--- src/hw/ife_pkg.sv ---
package ife_pkg;
	// register byte offsets
	localparam logic [7:0] CTRL_OFF     = 8'h00;
	localparam logic [7:0] PATTERN_OFF  = 8'h04;
	localparam logic [7:0] BIN_OFF      = 8'h08;
	localparam logic [7:0] ROI_OFF_OFF  = 8'h0C;
	localparam logic [7:0] ROI_SIZE_OFF = 8'h10;
	localparam logic [7:0] MAX_SIZE_OFF = 8'h14;
	localparam logic [7:0] STATUS_OFF   = 8'h18;
	// sensor geometry
	localparam logic [11:0] SENSOR_WIDTH  = 12'h09A8;
	localparam logic [11:0] SENSOR_HEIGHT = 12'h0810;
	// converter depth codes
	typedef enum logic [1:0] {
		DEPTH_10 = 2'b00,
		DEPTH_12 = 2'b01,
		DEPTH_14 = 2'b10
	} adc_depth_t;
	// output pixel width codes
	typedef enum logic [1:0] {
		OUT_8  = 2'b00,
		OUT_10 = 2'b01,
		OUT_12 = 2'b10,
		OUT_16 = 2'b11
	} out_width_t;
	// pattern kinds
	typedef enum logic [1:0] {
		PAT_OFF    = 2'b00,
		PAT_SENSOR = 2'b01,
		PAT_INCR   = 2'b10,
		PAT_VARSEQ = 2'b11
	} pattern_kind_t;
	// mosaic order codes
	typedef enum logic [1:0] {
		MOSAIC_RG = 2'b00,
		MOSAIC_GR = 2'b01,
		MOSAIC_GB = 2'b10,
		MOSAIC_BG = 2'b11
	} mosaic_t;
	// pixel stream beat
	typedef struct packed {
		logic        sof;
		logic        sol;
		logic [15:0] data;
	} pix_t;
	// field layout in CTRL
	localparam int CTRL_REVX  = 0;
	localparam int CTRL_REVY  = 1;
	localparam int CTRL_PROC  = 2;
	localparam int CTRL_ACQ   = 3;
	localparam int CTRL_DEPTH = 4;
	localparam int CTRL_OUTW  = 6;
	localparam int CTRL_COLOR = 8;
	localparam logic [15:0] GREY_SHIFT = 16'h0008;
endpackage

--- src/hw/image_front_end.sv ---
`timescale 1ns/1ps
module image_front_end (
	input  wire logic          mclk,
	input  wire logic          rst_b,
	input  wire logic          wb_cyc_i,
	input  wire logic          wb_stb_i,
	input  wire logic          wb_we_i,
	input  wire logic [7:0]    wb_adr_i,
	input  wire logic [3:0]    wb_sel_i,
	input  wire logic [31:0]   wb_dat_i,
	output logic      [31:0]   wb_dat_o,
	output logic               wb_ack_o,
	input  wire logic          sen_valid,
	input  wire logic          sen_sof,
	input  wire logic          sen_sol,
	input  wire logic [13:0]   sen_sample,
	input  wire logic [11:0]   sen_x,
	input  wire logic [11:0]   sen_y,
	output logic               sen_pattern_en,
	output logic               sen_rev_x,
	output logic               sen_rev_y,
	output logic               pix_valid,
	output ife_pkg::pix_t      pix_out,
	output logic               proc_core_enable,
	output ife_pkg::mosaic_t   mosaic_order
);
	// control registers
	logic [9:0]  ctrl_q;
	logic        pattern_source_select_q;
	ife_pkg::pattern_kind_t sen_kind_q;
	ife_pkg::pattern_kind_t pipe_kind_q;
	logic [2:0]  row_combine_factor_q;
	logic [2:0]  column_combine_factor_q;
	logic [11:0] roi_left_offset_q;
	logic [11:0] roi_top_offset_q;
	logic [11:0] roi_width_q;
	logic [11:0] roi_height_q;
	logic [11:0] max_image_width_q;
	logic [11:0] max_image_height_q;
	logic        acq_q;
	logic [7:0]  grey_q;
	logic [7:0]  frame_seq_q;
	logic        wr_hit;
	logic        acq_rise;

	assign wr_hit   = wb_cyc_i && wb_stb_i && wb_we_i && !wb_ack_o;
	assign acq_rise = ctrl_q[ife_pkg::CTRL_ACQ] && !acq_q;

	// bus acknowledge, one cycle after request
	always_ff @(posedge mclk or negedge rst_b) begin
		if (!rst_b) begin
			wb_ack_o <= 1'b0;
		end else begin
			wb_ack_o <= wb_cyc_i && wb_stb_i && !wb_ack_o;
		end
	end

	// register writes
	always_ff @(posedge mclk or negedge rst_b) begin
		if (!rst_b) begin
			ctrl_q                  <= 10'h000;
			pattern_source_select_q <= 1'b0;
			sen_kind_q              <= ife_pkg::PAT_OFF;
			pipe_kind_q             <= ife_pkg::PAT_OFF;
			row_combine_factor_q    <= 3'h1;
			column_combine_factor_q <= 3'h1;
			roi_left_offset_q       <= 12'h000;
			roi_top_offset_q        <= 12'h000;
			roi_width_q             <= ife_pkg::SENSOR_WIDTH;
			roi_height_q            <= ife_pkg::SENSOR_HEIGHT;
		end else if (wr_hit && wb_sel_i[0]) begin
			case (wb_adr_i)
				ife_pkg::CTRL_OFF: begin
					ctrl_q[7:0] <= wb_dat_i[7:0];
					// depth held while acquisition stays on
					if (ctrl_q[ife_pkg::CTRL_ACQ] && wb_dat_i[ife_pkg::CTRL_ACQ])
						ctrl_q[5:4] <= ctrl_q[5:4];
					if (wb_sel_i[1])
						ctrl_q[9:8] <= wb_dat_i[9:8];
				end
				ife_pkg::PATTERN_OFF: begin
					pattern_source_select_q <= wb_dat_i[2];
					if (wb_dat_i[2])
						pipe_kind_q <= ife_pkg::pattern_kind_t'(wb_dat_i[1:0]);
					else
						sen_kind_q <= ife_pkg::pattern_kind_t'(wb_dat_i[1:0]);
				end
				ife_pkg::BIN_OFF: begin
					row_combine_factor_q    <= (wb_dat_i[2:0] == 3'h0) ? 3'h1 : wb_dat_i[2:0];
					column_combine_factor_q <= (wb_dat_i[6:4] == 3'h0) ? 3'h1 : wb_dat_i[6:4];
				end
				ife_pkg::ROI_OFF_OFF: begin
					roi_left_offset_q <= wb_dat_i[11:0];
					roi_top_offset_q  <= wb_dat_i[27:16];
				end
				ife_pkg::ROI_SIZE_OFF: begin
					roi_width_q  <= wb_dat_i[11:0];
					roi_height_q <= wb_dat_i[27:16];
				end
				default: begin
				end
			endcase
		end
	end

	// read mux
	always_ff @(posedge mclk or negedge rst_b) begin
		if (!rst_b) begin
			wb_dat_o <= 32'h0000_0000;
		end else begin
			case (wb_adr_i)
				ife_pkg::CTRL_OFF:     wb_dat_o <= {22'h00_0000, ctrl_q};
				ife_pkg::PATTERN_OFF:  wb_dat_o <= {24'h00_0000, pipe_kind_q, sen_kind_q,
					1'b0, pattern_source_select_q,
					(pattern_source_select_q ? pipe_kind_q : sen_kind_q)};
				ife_pkg::BIN_OFF:      wb_dat_o <= {25'h000_0000, column_combine_factor_q,
					1'b0, row_combine_factor_q};
				ife_pkg::ROI_OFF_OFF:  wb_dat_o <= {4'h0, roi_top_offset_q, 4'h0, roi_left_offset_q};
				ife_pkg::ROI_SIZE_OFF: wb_dat_o <= {4'h0, roi_height_q, 4'h0, roi_width_q};
				ife_pkg::MAX_SIZE_OFF: wb_dat_o <= {4'h0, max_image_height_q, 4'h0,
					max_image_width_q};
				ife_pkg::STATUS_OFF:   wb_dat_o <= {14'h0000, mosaic_order, frame_seq_q, grey_q};
				default:               wb_dat_o <= 32'h0000_0000;
			endcase
		end
	end

	// binned maximum size, independent of crop
	always_ff @(posedge mclk or negedge rst_b) begin
		if (!rst_b) begin
			max_image_width_q  <= ife_pkg::SENSOR_WIDTH;
			max_image_height_q <= ife_pkg::SENSOR_HEIGHT;
		end else begin
			max_image_width_q  <= ife_pkg::SENSOR_WIDTH / {9'h000, row_combine_factor_q};
			max_image_height_q <= ife_pkg::SENSOR_HEIGHT / {9'h000, column_combine_factor_q};
		end
	end

	// sensor-side controls: flips happen upstream of crop
	always_ff @(posedge mclk or negedge rst_b) begin
		if (!rst_b) begin
			sen_pattern_en   <= 1'b0;
			sen_rev_x        <= 1'b0;
			sen_rev_y        <= 1'b0;
			proc_core_enable <= 1'b0;
			mosaic_order     <= ife_pkg::MOSAIC_RG;
		end else begin
			sen_pattern_en   <= (sen_kind_q == ife_pkg::PAT_SENSOR);
			sen_rev_x        <= ctrl_q[ife_pkg::CTRL_REVX];
			sen_rev_y        <= ctrl_q[ife_pkg::CTRL_REVY];
			proc_core_enable <= ctrl_q[ife_pkg::CTRL_PROC];
			// column phase is bit 0, row phase bit 1
			mosaic_order     <= ctrl_q[ife_pkg::CTRL_COLOR] ? ife_pkg::mosaic_t'({
				ctrl_q[ife_pkg::CTRL_REVY], ctrl_q[ife_pkg::CTRL_REVX]})
				: ife_pkg::MOSAIC_RG;
		end
	end

	// acquisition edge and pattern counters
	always_ff @(posedge mclk or negedge rst_b) begin
		if (!rst_b) begin
			acq_q       <= 1'b0;
			grey_q      <= 8'h00;
			frame_seq_q <= 8'h00;
		end else begin
			acq_q <= ctrl_q[ife_pkg::CTRL_ACQ];
			if (acq_rise) begin
				frame_seq_q <= 8'h00;
			end else if (sen_valid && sen_sof) begin
				frame_seq_q <= frame_seq_q + 8'h01;
			end
			if (sen_valid) begin
				grey_q <= sen_sof ? 8'h01 : grey_q + 8'h01;
			end
		end
	end

	// justification, pattern override and crop
	logic [15:0] just_w;
	logic [15:0] pat_w;
	logic [15:0] sel_w;
	logic [15:0] trunc_w;
	logic        in_roi;
	logic [7:0]  cur_grey;
	always_comb begin
		case (ctrl_q[5:4])
			ife_pkg::DEPTH_10: just_w = {sen_sample[9:0], 6'h00};
			ife_pkg::DEPTH_12: just_w = {sen_sample[11:0], 4'h0};
			default:           just_w = {sen_sample[13:0], 2'h0};
		endcase
		cur_grey = sen_sof ? 8'h00 : grey_q;
		case (pipe_kind_q)
			ife_pkg::PAT_INCR:   pat_w = {cur_grey, 8'h00};
			ife_pkg::PAT_VARSEQ: pat_w = {cur_grey ^ frame_seq_q, 8'h00};
			default:             pat_w = 16'h0000;
		endcase
		// pipeline pattern wins; sensor pattern arrives on sen_sample
		sel_w = (pipe_kind_q == ife_pkg::PAT_INCR || pipe_kind_q == ife_pkg::PAT_VARSEQ)
			? pat_w : just_w;
		case (ctrl_q[7:6])
			ife_pkg::OUT_8:  trunc_w = {sel_w[15:8], 8'h00};
			ife_pkg::OUT_10: trunc_w = {sel_w[15:6], 6'h00};
			ife_pkg::OUT_12: trunc_w = {sel_w[15:4], 4'h0};
			default:         trunc_w = sel_w;
		endcase
		// one extra bit so a window reaching the far edge does not wrap
		in_roi = sen_x >= roi_left_offset_q
			&& {1'b0, sen_x} < {1'b0, roi_left_offset_q} + {1'b0, roi_width_q}
			&& sen_y >= roi_top_offset_q
			&& {1'b0, sen_y} < {1'b0, roi_top_offset_q} + {1'b0, roi_height_q};
	end

	// output stage; later stages see pattern data unchanged
	always_ff @(posedge mclk or negedge rst_b) begin
		if (!rst_b) begin
			pix_valid <= 1'b0;
			pix_out   <= '0;
		end else begin
			pix_valid    <= sen_valid && in_roi && ctrl_q[ife_pkg::CTRL_ACQ];
			pix_out.data <= trunc_w;
			pix_out.sof  <= sen_x == roi_left_offset_q && sen_y == roi_top_offset_q;
			pix_out.sol  <= sen_x == roi_left_offset_q;
		end
	end

	// output is left-justified with clean padding
	pad_clean_a: assert property (@(posedge mclk) disable iff (!rst_b)
		pix_valid && ctrl_q[7:6] == ife_pkg::OUT_12 |-> pix_out.data[3:0] == 4'h0)
		else $error("low bits not padded");
	depth12_a: assert property (@(posedge mclk) disable iff (!rst_b)
		sen_valid && pipe_kind_q == ife_pkg::PAT_OFF && ctrl_q[5:4] == ife_pkg::DEPTH_12
		&& ctrl_q[7:6] == ife_pkg::OUT_16 |=> pix_out.data[3:0] == 4'h0)
		else $error("12-bit padding wrong");
	grey_wrap_a: assert property (@(posedge mclk) disable iff (!rst_b)
		sen_valid && !sen_sof && grey_q == 8'hFF |=> grey_q == 8'h00)
		else $error("grey did not wrap");
	grey_frame_a: assert property (@(posedge mclk) disable iff (!rst_b)
		sen_valid && sen_sof |=> grey_q == 8'h01)
		else $error("grey not restarted");
	seq_restart_a: assert property (@(posedge mclk) disable iff (!rst_b)
		acq_rise |=> frame_seq_q == 8'h00)
		else $error("sequence not restarted");
	maxw_a: assert property (@(posedge mclk) disable iff (!rst_b)
		$stable(row_combine_factor_q) && row_combine_factor_q == 3'h1 |=>
		max_image_width_q == ife_pkg::SENSOR_WIDTH)
		else $error("max width wrong");
	maxh_a: assert property (@(posedge mclk) disable iff (!rst_b)
		$stable(column_combine_factor_q) && column_combine_factor_q == 3'h1 |=>
		max_image_height_q == ife_pkg::SENSOR_HEIGHT)
		else $error("max height wrong");
	roi_gate_a: assert property (@(posedge mclk) disable iff (!rst_b)
		sen_valid && sen_x < roi_left_offset_q |=> !pix_valid)
		else $error("pixel outside crop");
	sensor_pat_a: assert property (@(posedge mclk) disable iff (!rst_b)
		sen_kind_q == ife_pkg::PAT_OFF |=> !sen_pattern_en)
		else $error("sensor pattern stuck on");

	// bus acknowledge lasts one cycle
	ack_pulse_a: assert property (@(posedge mclk) disable iff (!rst_b)
		wb_ack_o |=> !wb_ack_o)
		else $error("ack held too long");

	// every request is answered on the next edge
	ack_answer_a: assert property (@(posedge mclk) disable iff (!rst_b)
		wb_cyc_i && wb_stb_i && !wb_ack_o |=> wb_ack_o)
		else $error("request not acknowledged");

	// ten-bit samples pad six low bits
	depth10_a: assert property (@(posedge mclk) disable iff (!rst_b)
		sen_valid && pipe_kind_q == ife_pkg::PAT_OFF && ctrl_q[5:4] == ife_pkg::DEPTH_10
		&& ctrl_q[7:6] == ife_pkg::OUT_16 |=> pix_out.data[5:0] == 6'h00)
		else $error("10-bit padding wrong");

	// fourteen-bit samples pad two low bits
	depth14_a: assert property (@(posedge mclk) disable iff (!rst_b)
		sen_valid && pipe_kind_q == ife_pkg::PAT_OFF && ctrl_q[5:4] == ife_pkg::DEPTH_14
		&& ctrl_q[7:6] == ife_pkg::OUT_16 |=> pix_out.data[1:0] == 2'h0)
		else $error("14-bit padding wrong");

	// twelve-bit sample lands in the top twelve bits
	just12_a: assert property (@(posedge mclk) disable iff (!rst_b)
		sen_valid && pipe_kind_q == ife_pkg::PAT_OFF && ctrl_q[5:4] == ife_pkg::DEPTH_12
		&& ctrl_q[7:6] == ife_pkg::OUT_16 |=> pix_out.data == {$past(sen_sample[11:0]), 4'h0})
		else $error("12-bit sample misplaced");

	// real 14-bit data passes whole at 16-bit output when no pipeline pattern is on
	real_data_a: assert property (@(posedge mclk) disable iff (!rst_b)
		sen_valid && pipe_kind_q == ife_pkg::PAT_OFF && ctrl_q[5:4] == ife_pkg::DEPTH_14
		&& ctrl_q[7:6] == ife_pkg::OUT_16 |=> pix_out.data == {$past(sen_sample), 2'h0})
		else $error("sensor data altered");

	// eight-bit output clears the low byte
	trunc8_a: assert property (@(posedge mclk) disable iff (!rst_b)
		sen_valid && ctrl_q[7:6] == ife_pkg::OUT_8 |=> pix_out.data[7:0] == 8'h00)
		else $error("8-bit truncation wrong");

	// ten-bit output clears six low bits
	trunc10_a: assert property (@(posedge mclk) disable iff (!rst_b)
		sen_valid && ctrl_q[7:6] == ife_pkg::OUT_10 |=> pix_out.data[5:0] == 6'h00)
		else $error("10-bit truncation wrong");

	// increment pattern shows the running grey value
	incr_data_a: assert property (@(posedge mclk) disable iff (!rst_b)
		sen_valid && !sen_sof && pipe_kind_q == ife_pkg::PAT_INCR
		|=> pix_out.data[15:8] == $past(grey_q))
		else $error("increment value wrong");

	// increment pattern starts each frame at zero
	incr_sof_a: assert property (@(posedge mclk) disable iff (!rst_b)
		sen_valid && sen_sof && pipe_kind_q == ife_pkg::PAT_INCR
		|=> pix_out.data[15:8] == 8'h00)
		else $error("frame start grey not zero");

	// pipeline pattern hides the sensor pattern
	pipe_wins_a: assert property (@(posedge mclk) disable iff (!rst_b)
		sen_valid && sen_pattern_en && pipe_kind_q == ife_pkg::PAT_VARSEQ
		|=> pix_out.data[7:0] == 8'h00)
		else $error("sensor pattern leaked");

	// frame sequence steps once per frame start
	seq_step_a: assert property (@(posedge mclk) disable iff (!rst_b)
		!acq_rise && sen_valid && sen_sof |=> frame_seq_q == $past(frame_seq_q) + 8'h01)
		else $error("frame sequence did not step");

	// nothing leaves while acquisition is stopped
	acq_gate_a: assert property (@(posedge mclk) disable iff (!rst_b)
		!ctrl_q[ife_pkg::CTRL_ACQ] |=> !pix_valid)
		else $error("pixel while stopped");

	// beats right of the window are dropped
	roi_right_a: assert property (@(posedge mclk) disable iff (!rst_b)
		sen_valid && {1'b0, sen_x} >= {1'b0, roi_left_offset_q} + {1'b0, roi_width_q}
		|=> !pix_valid)
		else $error("pixel right of crop");

	// beats above the window are dropped
	roi_top_a: assert property (@(posedge mclk) disable iff (!rst_b)
		sen_valid && sen_y < roi_top_offset_q |=> !pix_valid)
		else $error("pixel above crop");

	// frame start marker only on a line start
	sof_line_a: assert property (@(posedge mclk) disable iff (!rst_b)
		pix_valid && pix_out.sof |-> pix_out.sol)
		else $error("frame start off line start");

	// flip requests follow the control bits
	flip_x_a: assert property (@(posedge mclk) disable iff (!rst_b)
		1'b1 |=> sen_rev_x == $past(ctrl_q[ife_pkg::CTRL_REVX]))
		else $error("column flip not passed on");

	flip_y_a: assert property (@(posedge mclk) disable iff (!rst_b)
		1'b1 |=> sen_rev_y == $past(ctrl_q[ife_pkg::CTRL_REVY]))
		else $error("row flip not passed on");

	// column flip alone swaps column phase
	mosaic_col_a: assert property (@(posedge mclk) disable iff (!rst_b)
		ctrl_q[ife_pkg::CTRL_COLOR] && ctrl_q[ife_pkg::CTRL_REVX] && !ctrl_q[ife_pkg::CTRL_REVY]
		|=> mosaic_order == ife_pkg::MOSAIC_GR)
		else $error("column phase wrong");

	// row flip alone swaps row phase
	mosaic_row_a: assert property (@(posedge mclk) disable iff (!rst_b)
		ctrl_q[ife_pkg::CTRL_COLOR] && ctrl_q[ife_pkg::CTRL_REVY] && !ctrl_q[ife_pkg::CTRL_REVX]
		|=> mosaic_order == ife_pkg::MOSAIC_GB)
		else $error("row phase wrong");

	// mono sensors keep the plain order
	mosaic_mono_a: assert property (@(posedge mclk) disable iff (!rst_b)
		!ctrl_q[ife_pkg::CTRL_COLOR] |=> mosaic_order == ife_pkg::MOSAIC_RG)
		else $error("mono order changed");

	// core enable follows its control bit
	core_en_a: assert property (@(posedge mclk) disable iff (!rst_b)
		1'b1 |=> proc_core_enable == $past(ctrl_q[ife_pkg::CTRL_PROC]))
		else $error("core enable wrong");

	// binning factors never read as zero
	bin_h_a: assert property (@(posedge mclk) disable iff (!rst_b)
		row_combine_factor_q != 3'h0)
		else $error("horizontal factor zero");

	bin_v_a: assert property (@(posedge mclk) disable iff (!rst_b)
		column_combine_factor_q != 3'h0)
		else $error("vertical factor zero");

	// depth held while acquisition stays on
	depth_hold_a: assert property (@(posedge mclk) disable iff (!rst_b)
		wr_hit && wb_sel_i[0] && wb_adr_i == ife_pkg::CTRL_OFF && ctrl_q[ife_pkg::CTRL_ACQ]
		&& wb_dat_i[ife_pkg::CTRL_ACQ] |=> $stable(ctrl_q[5:4]))
		else $error("depth changed while acquiring");

	// sensor pattern request follows its kind
	sensor_on_a: assert property (@(posedge mclk) disable iff (!rst_b)
		sen_kind_q == ife_pkg::PAT_SENSOR |=> sen_pattern_en)
		else $error("sensor pattern not requested");
endmodule

--- config.mk ---
export PLATFORM = sky130hd
export DESIGN_NAME = image_front_end
export DESIGN_NICKNAME = d
export VERILOG_FILES = /design/src/hw/ife_pkg.sv /design/src/hw/image_front_end.sv
export SDC_FILE = /design/constraint.sdc
export NUM_CORES = 1
export LEC_CHECK = 0
export BUFFER_PORTS_ARGS = -buffer_cell sky130_fd_sc_hd__buf_2
export CORE_UTILIZATION = 45
export DETAILED_ROUTE_END_ITERATION = 10
export SLEW_MARGIN = 5
export SYNTH_ARGS = -nofsm -noshare
export SYNTH_HDL_FRONTEND = slang
export SYNTH_SLANG_ARGS = --single-unit
--- constraint.sdc ---
create_clock -name mclk -period 14.8 [get_ports mclk]
set_input_delay 2.22 -clock mclk [delete_from_list [all_inputs] [get_ports mclk]]
set_output_delay 2.22 -clock mclk [all_outputs]
set_load 0.02 [all_outputs]
==> run metrics <==
top area cells in the synthesized netlist=sky130_fd_sc_hd__dfrtp_1 28%, sky130_fd_sc_hd__ha_1 10%, sky130_fd_sc_hd__mux2_2 4.7%; time the final worst path needs with I/O delays and setup=13.42 ns; H-Tree Level Count=4; area added between synthesis and finish=15.42%; sum of net half-perimeters after detailed placement=~27000 um; CTS max path bufs=2; fraction of the cycle the final worst path needs=90.68%; Setup Slack @ Placement=approximately 1.1 ns; classification of the worst setup path=reg -> reg; Routability Congestion=a little over 0.9; most frequent cells in the layout=145 x sky130_fd_sc_hd__dfrtp_1, 129 x sky130_fd_sc_hd__buf_2, 119 x sky130_fd_sc_hd__nand2_1, 105 x sky130_fd_sc_hd__ha_1, 94 x sky130_fd_sc_hd__nor2_1; Setup Viol. Count Final=0; max capacitance violation total=0; most used cell, CP=sky130_fd_sc_hd__ha_1; top fanout value on the critical path=21; switching power share of the total=between 20% and 30%; Max Clock Freq=0.07451 GHz; post-route setup slack=1.380 ns; Slew headroom=roughly a quarter; met1 usage=around a third; library cell occupying the most area in the post-synthesis netlist=sky130_fd_sc_hd__dfrtp_1; most frequently used flop master after synthesis=sky130_fd_sc_hd__dfrtp_1; required time of the critical path=~15 ns; leakage power figure=6.906 nW; global routing met3 resource utilization=under 10%; vias in the first global route=between 10000 and 15000; sequential area share after synthesis=31.77%; Worst Hold Class=reg -> reg; Port Buf Inserts=between 100 and 150; slew at the pin closest to its max-slew limit=around 1.1 ns; Comb power frac=~14%; full die area=a little under 30000 um^2; RSZ-0062 raised after global routing=false; count of boundary I/O pins=between 100 and 150; count of mapped cells out of synthesis=between 1000 and 1500; clock root buffer master=sky130_fd_sc_hd__clkbuf_16; post-synthesis cell area=about 13000 um^2; Int Pwr=0.0007667 W; worst hold-check slack=roughly 0.44 ns; final WL=34540 um; status=finished clean; Worst setup EP type=register; first-pass GRT wire length=around 56000 um; vias per cell=about 5.7; height of the die=~170 um; Routed wire per std cell=~17 um; final hold vios=0; placeable core region=27930 um^2; cell at the slowest stage of the critical path=sky130_fd_sc_hd__dfstp_4; fraction of layout instances using a drive strength above 1=a little over a fifth; worst clock skew on the final layout=roughly 0.0070 ns; Critical Path Max Stage Delay=0.75 ns; initial antenna violation count=0; worst-skew pair later-pin latency=0.42 ns; number of placement rows=slightly above 60; detailed-route DRC error count=0; remaining number of nets flagged by the antenna check after routing=0; Area after DPL=roughly 14000 um^2; number of vias in the routed layout=11320; number of diodes=0; post-route cell area=between 10000 and 15000 um^2; part of the power in registers=between 40% and 50%; overall overflow remaining after global route=0; largest net degree at the start of global routing=84; Unique masters post-synth=100; GRT Util Overall=about 24%; power per cell area=between 70 and 80 nW/um^2; final-stage net count=around 1800; Max Slew Vio Count=0; Avg Synthesized Cell Area=about 9 um^2; post-CTS setup buffers=0; Worst setup SP type=register; met2 global-route usage=41.21%; DR pass1 iterations=6; clock tree from TritonCTS=done; Yosys top cell area share=around 28%; violation count after the first detailed-route iteration=808; clock transition at the registers of the reported paths=about 0.060 ns; Arrival @ worst endpoint=13.71 ns; flops & latches, synth=about 160; asr flop ratio synth=100.0%; chip width=about 170 um; Initial Util=45.90%; commonest non-fill, non-tap cell in the layout=sky130_fd_sc_hd__dfrtp_1; power dissipated by switching net loads=0.0002864 W; clock network power share=about two fifths; EDFF count, synth=0; Sink Count=between 150 and 200; TritonCTS Buffers=17; final total negative setup slack=0 ns; synthesis warning total=0; maximum resistive drop on vdd=roughly 0.077 mV; layer carrying the most global-route usage=met2
## power groups by stage
| stage | sequential (W) | combinational, W | clock [W] |
|---|---|---|---|
| 2_1_floorplan | 0.000478 | 0.0000959 | 0 |
| 3_3_place_gp | 0.000484 | 0.000145 | 0 |
| 3_5_place_dp | 0.000484 | 0.000147 | 0 |
| 4_1_cts | 0.000476 | 0.000148 | 0.000439 |
| 5_1_grt | 0.000478 | 0.000167 | 0.000459 |
| 6_report | 0.000477 | 0.000148 | 0.000429 |
## what timing repair did
item / in CTS / in global routing
hold buffers: 0 / 0
endpoints found under the hold margin: 0 / 0
endpoints found under the setup margin: 0 / 1
resized for setup: 0 / 6
## registers in the layout, summed over array words and instances, names as in the netlist, 10 cells and up
name / cells
wb_dat_o: 28
max_image_height_q: 12
roi_left_offset_q: 12
ctrl_q: 10
pix_out: 16
max_image_width_q: 12
roi_width_q: 12
roi_top_offset_q: 12
roi_height_q: 12
## cells by family (layout without fill, tap and decap cells)
kind of cell / Yosys count / after routing / synth area share (%)
DFF: 162 / 162 / 31.77
adders and majority gates: 108 / 108 / 10.64
xor gates and xnor gates: 70 / 70 / 4.840
buffers and inverters: 134 / 302 / 4.284
other: 1 / 8 / 0.02925
muxes: 88 / 88 / 7.426
and+or+nand+nor: 433 / 433 / 17.03
AOI/OAI and AO/OA: 435 / 435 / 23.99
## routing by layer
layer / wire length, um / part of all wire, %
met1: 16260 / 47
met4: 403 / 1.2
met5: 0 / 0
met3: 1471 / 4.3
met2: 16410 / 47
## path summary, 6_finish.rpt
kind	endpoint	slack, ns	cells past startpoint	startpoint
max	max_image_width_q[0]$_DFF_PN0_	1.38	68	row_combine_factor_q[0]$_DFFE_PN1P_
min	proc_core_enable$_DFF_PN0_	0.44	0	ctrl_q[2]$_DFFE_PN0P_
max reg2reg	max_image_width_q[0]$_DFF_PN0_	1.38	68	row_combine_factor_q[0]$_DFFE_PN1P_
min reg2reg	proc_core_enable$_DFF_PN0_	0.44	0	ctrl_q[2]$_DFFE_PN0P_
max in group asynchronous	pipe_kind_q[0]$_DFFE_PN0P_	11.48	2	rst_b
min in group asynchronous	roi_top_offset_q[3]$_DFFE_PN0P_	1.85	1	rst_b
## layout make-up
class                   instances  area, um^2
clock inverters                11       128.9
flip-flops and latches        162        4079
multi-input cells            1142        8260
clock buffers                  21       440.4
repair buffers                192        1122
fillers                      2659       13140
inverters                      78       295.3
well taps                     378       473.0
## metrics by stage
stage | utilization (%) | power [W] | cells
3_3_place_gp | 50.86 | 0.0006287 | 1952
6_report | 52.98 | 0.001053 | 1984
3_5_place_dp | 50.86 | 0.0006317 | 1952
2_1_floorplan | - | 0.0005740 | 1438
4_1_cts | 52.90 | 0.001064 | 1984
5_1_grt | 52.98 | 0.001105 | 1984
## Yosys cell counts (5+ instances only)
library cell and count:
sky130_fd_sc_hd__nor3_1 33, sky130_fd_sc_hd__o211ai_1 13, sky130_fd_sc_hd__a21oi_1 94, sky130_fd_sc_hd__and3_1 13, sky130_fd_sc_hd__nand4_1 16, sky130_fd_sc_hd__nor2_1 95, sky130_fd_sc_hd__a222oi_1 13, sky130_fd_sc_hd__buf_2 8
sky130_fd_sc_hd__nand2b_1 32, sky130_fd_sc_hd__a31oi_1 6, sky130_fd_sc_hd__nand3b_1 6, sky130_fd_sc_hd__o22ai_1 8, sky130_fd_sc_hd__o21bai_1 22, sky130_fd_sc_hd__inv_1 71, sky130_fd_sc_hd__nor4_1 7, sky130_fd_sc_hd__dfstp_2 16
sky130_fd_sc_hd__and4_1 5, sky130_fd_sc_hd__a211oi_2 5, sky130_fd_sc_hd__nand3_1 32, sky130_fd_sc_hd__dfrtp_1 146, sky130_fd_sc_hd__nor2b_1 26, sky130_fd_sc_hd__buf_4 9, sky130_fd_sc_hd__xnor2_1 47, sky130_fd_sc_hd__a21o_1 33
sky130_fd_sc_hd__o21a_1 8, sky130_fd_sc_hd__or3_1 6, sky130_fd_sc_hd__a211o_1 10, sky130_fd_sc_hd__mux2_2 53, sky130_fd_sc_hd__a22oi_1 36, sky130_fd_sc_hd__or2_2 7, sky130_fd_sc_hd__buf_1 8, sky130_fd_sc_hd__o21ai_0 76
sky130_fd_sc_hd__inv_2 5, sky130_fd_sc_hd__xor2_1 22, sky130_fd_sc_hd__o31ai_1 7, sky130_fd_sc_hd__nand2_1 119, sky130_fd_sc_hd__a211oi_1 33, sky130_fd_sc_hd__clkbuf_1 31, sky130_fd_sc_hd__and2_1 20, sky130_fd_sc_hd__ha_1 105
sky130_fd_sc_hd__mux2i_1 34
## worst max-delay path, delay by kind of cell, from the launching register on
family | cells | cell delay (ns)
mux | 2 | 0.45
flops | 1 | 0.75
compound gates | 29 | 6.09
fa+ha+maj | 10 | 2.50
simple gates | 21 | 2.85
buf+inv | 6 | 0.62
No activity file was read; power rests on OpenSTA's default activity.
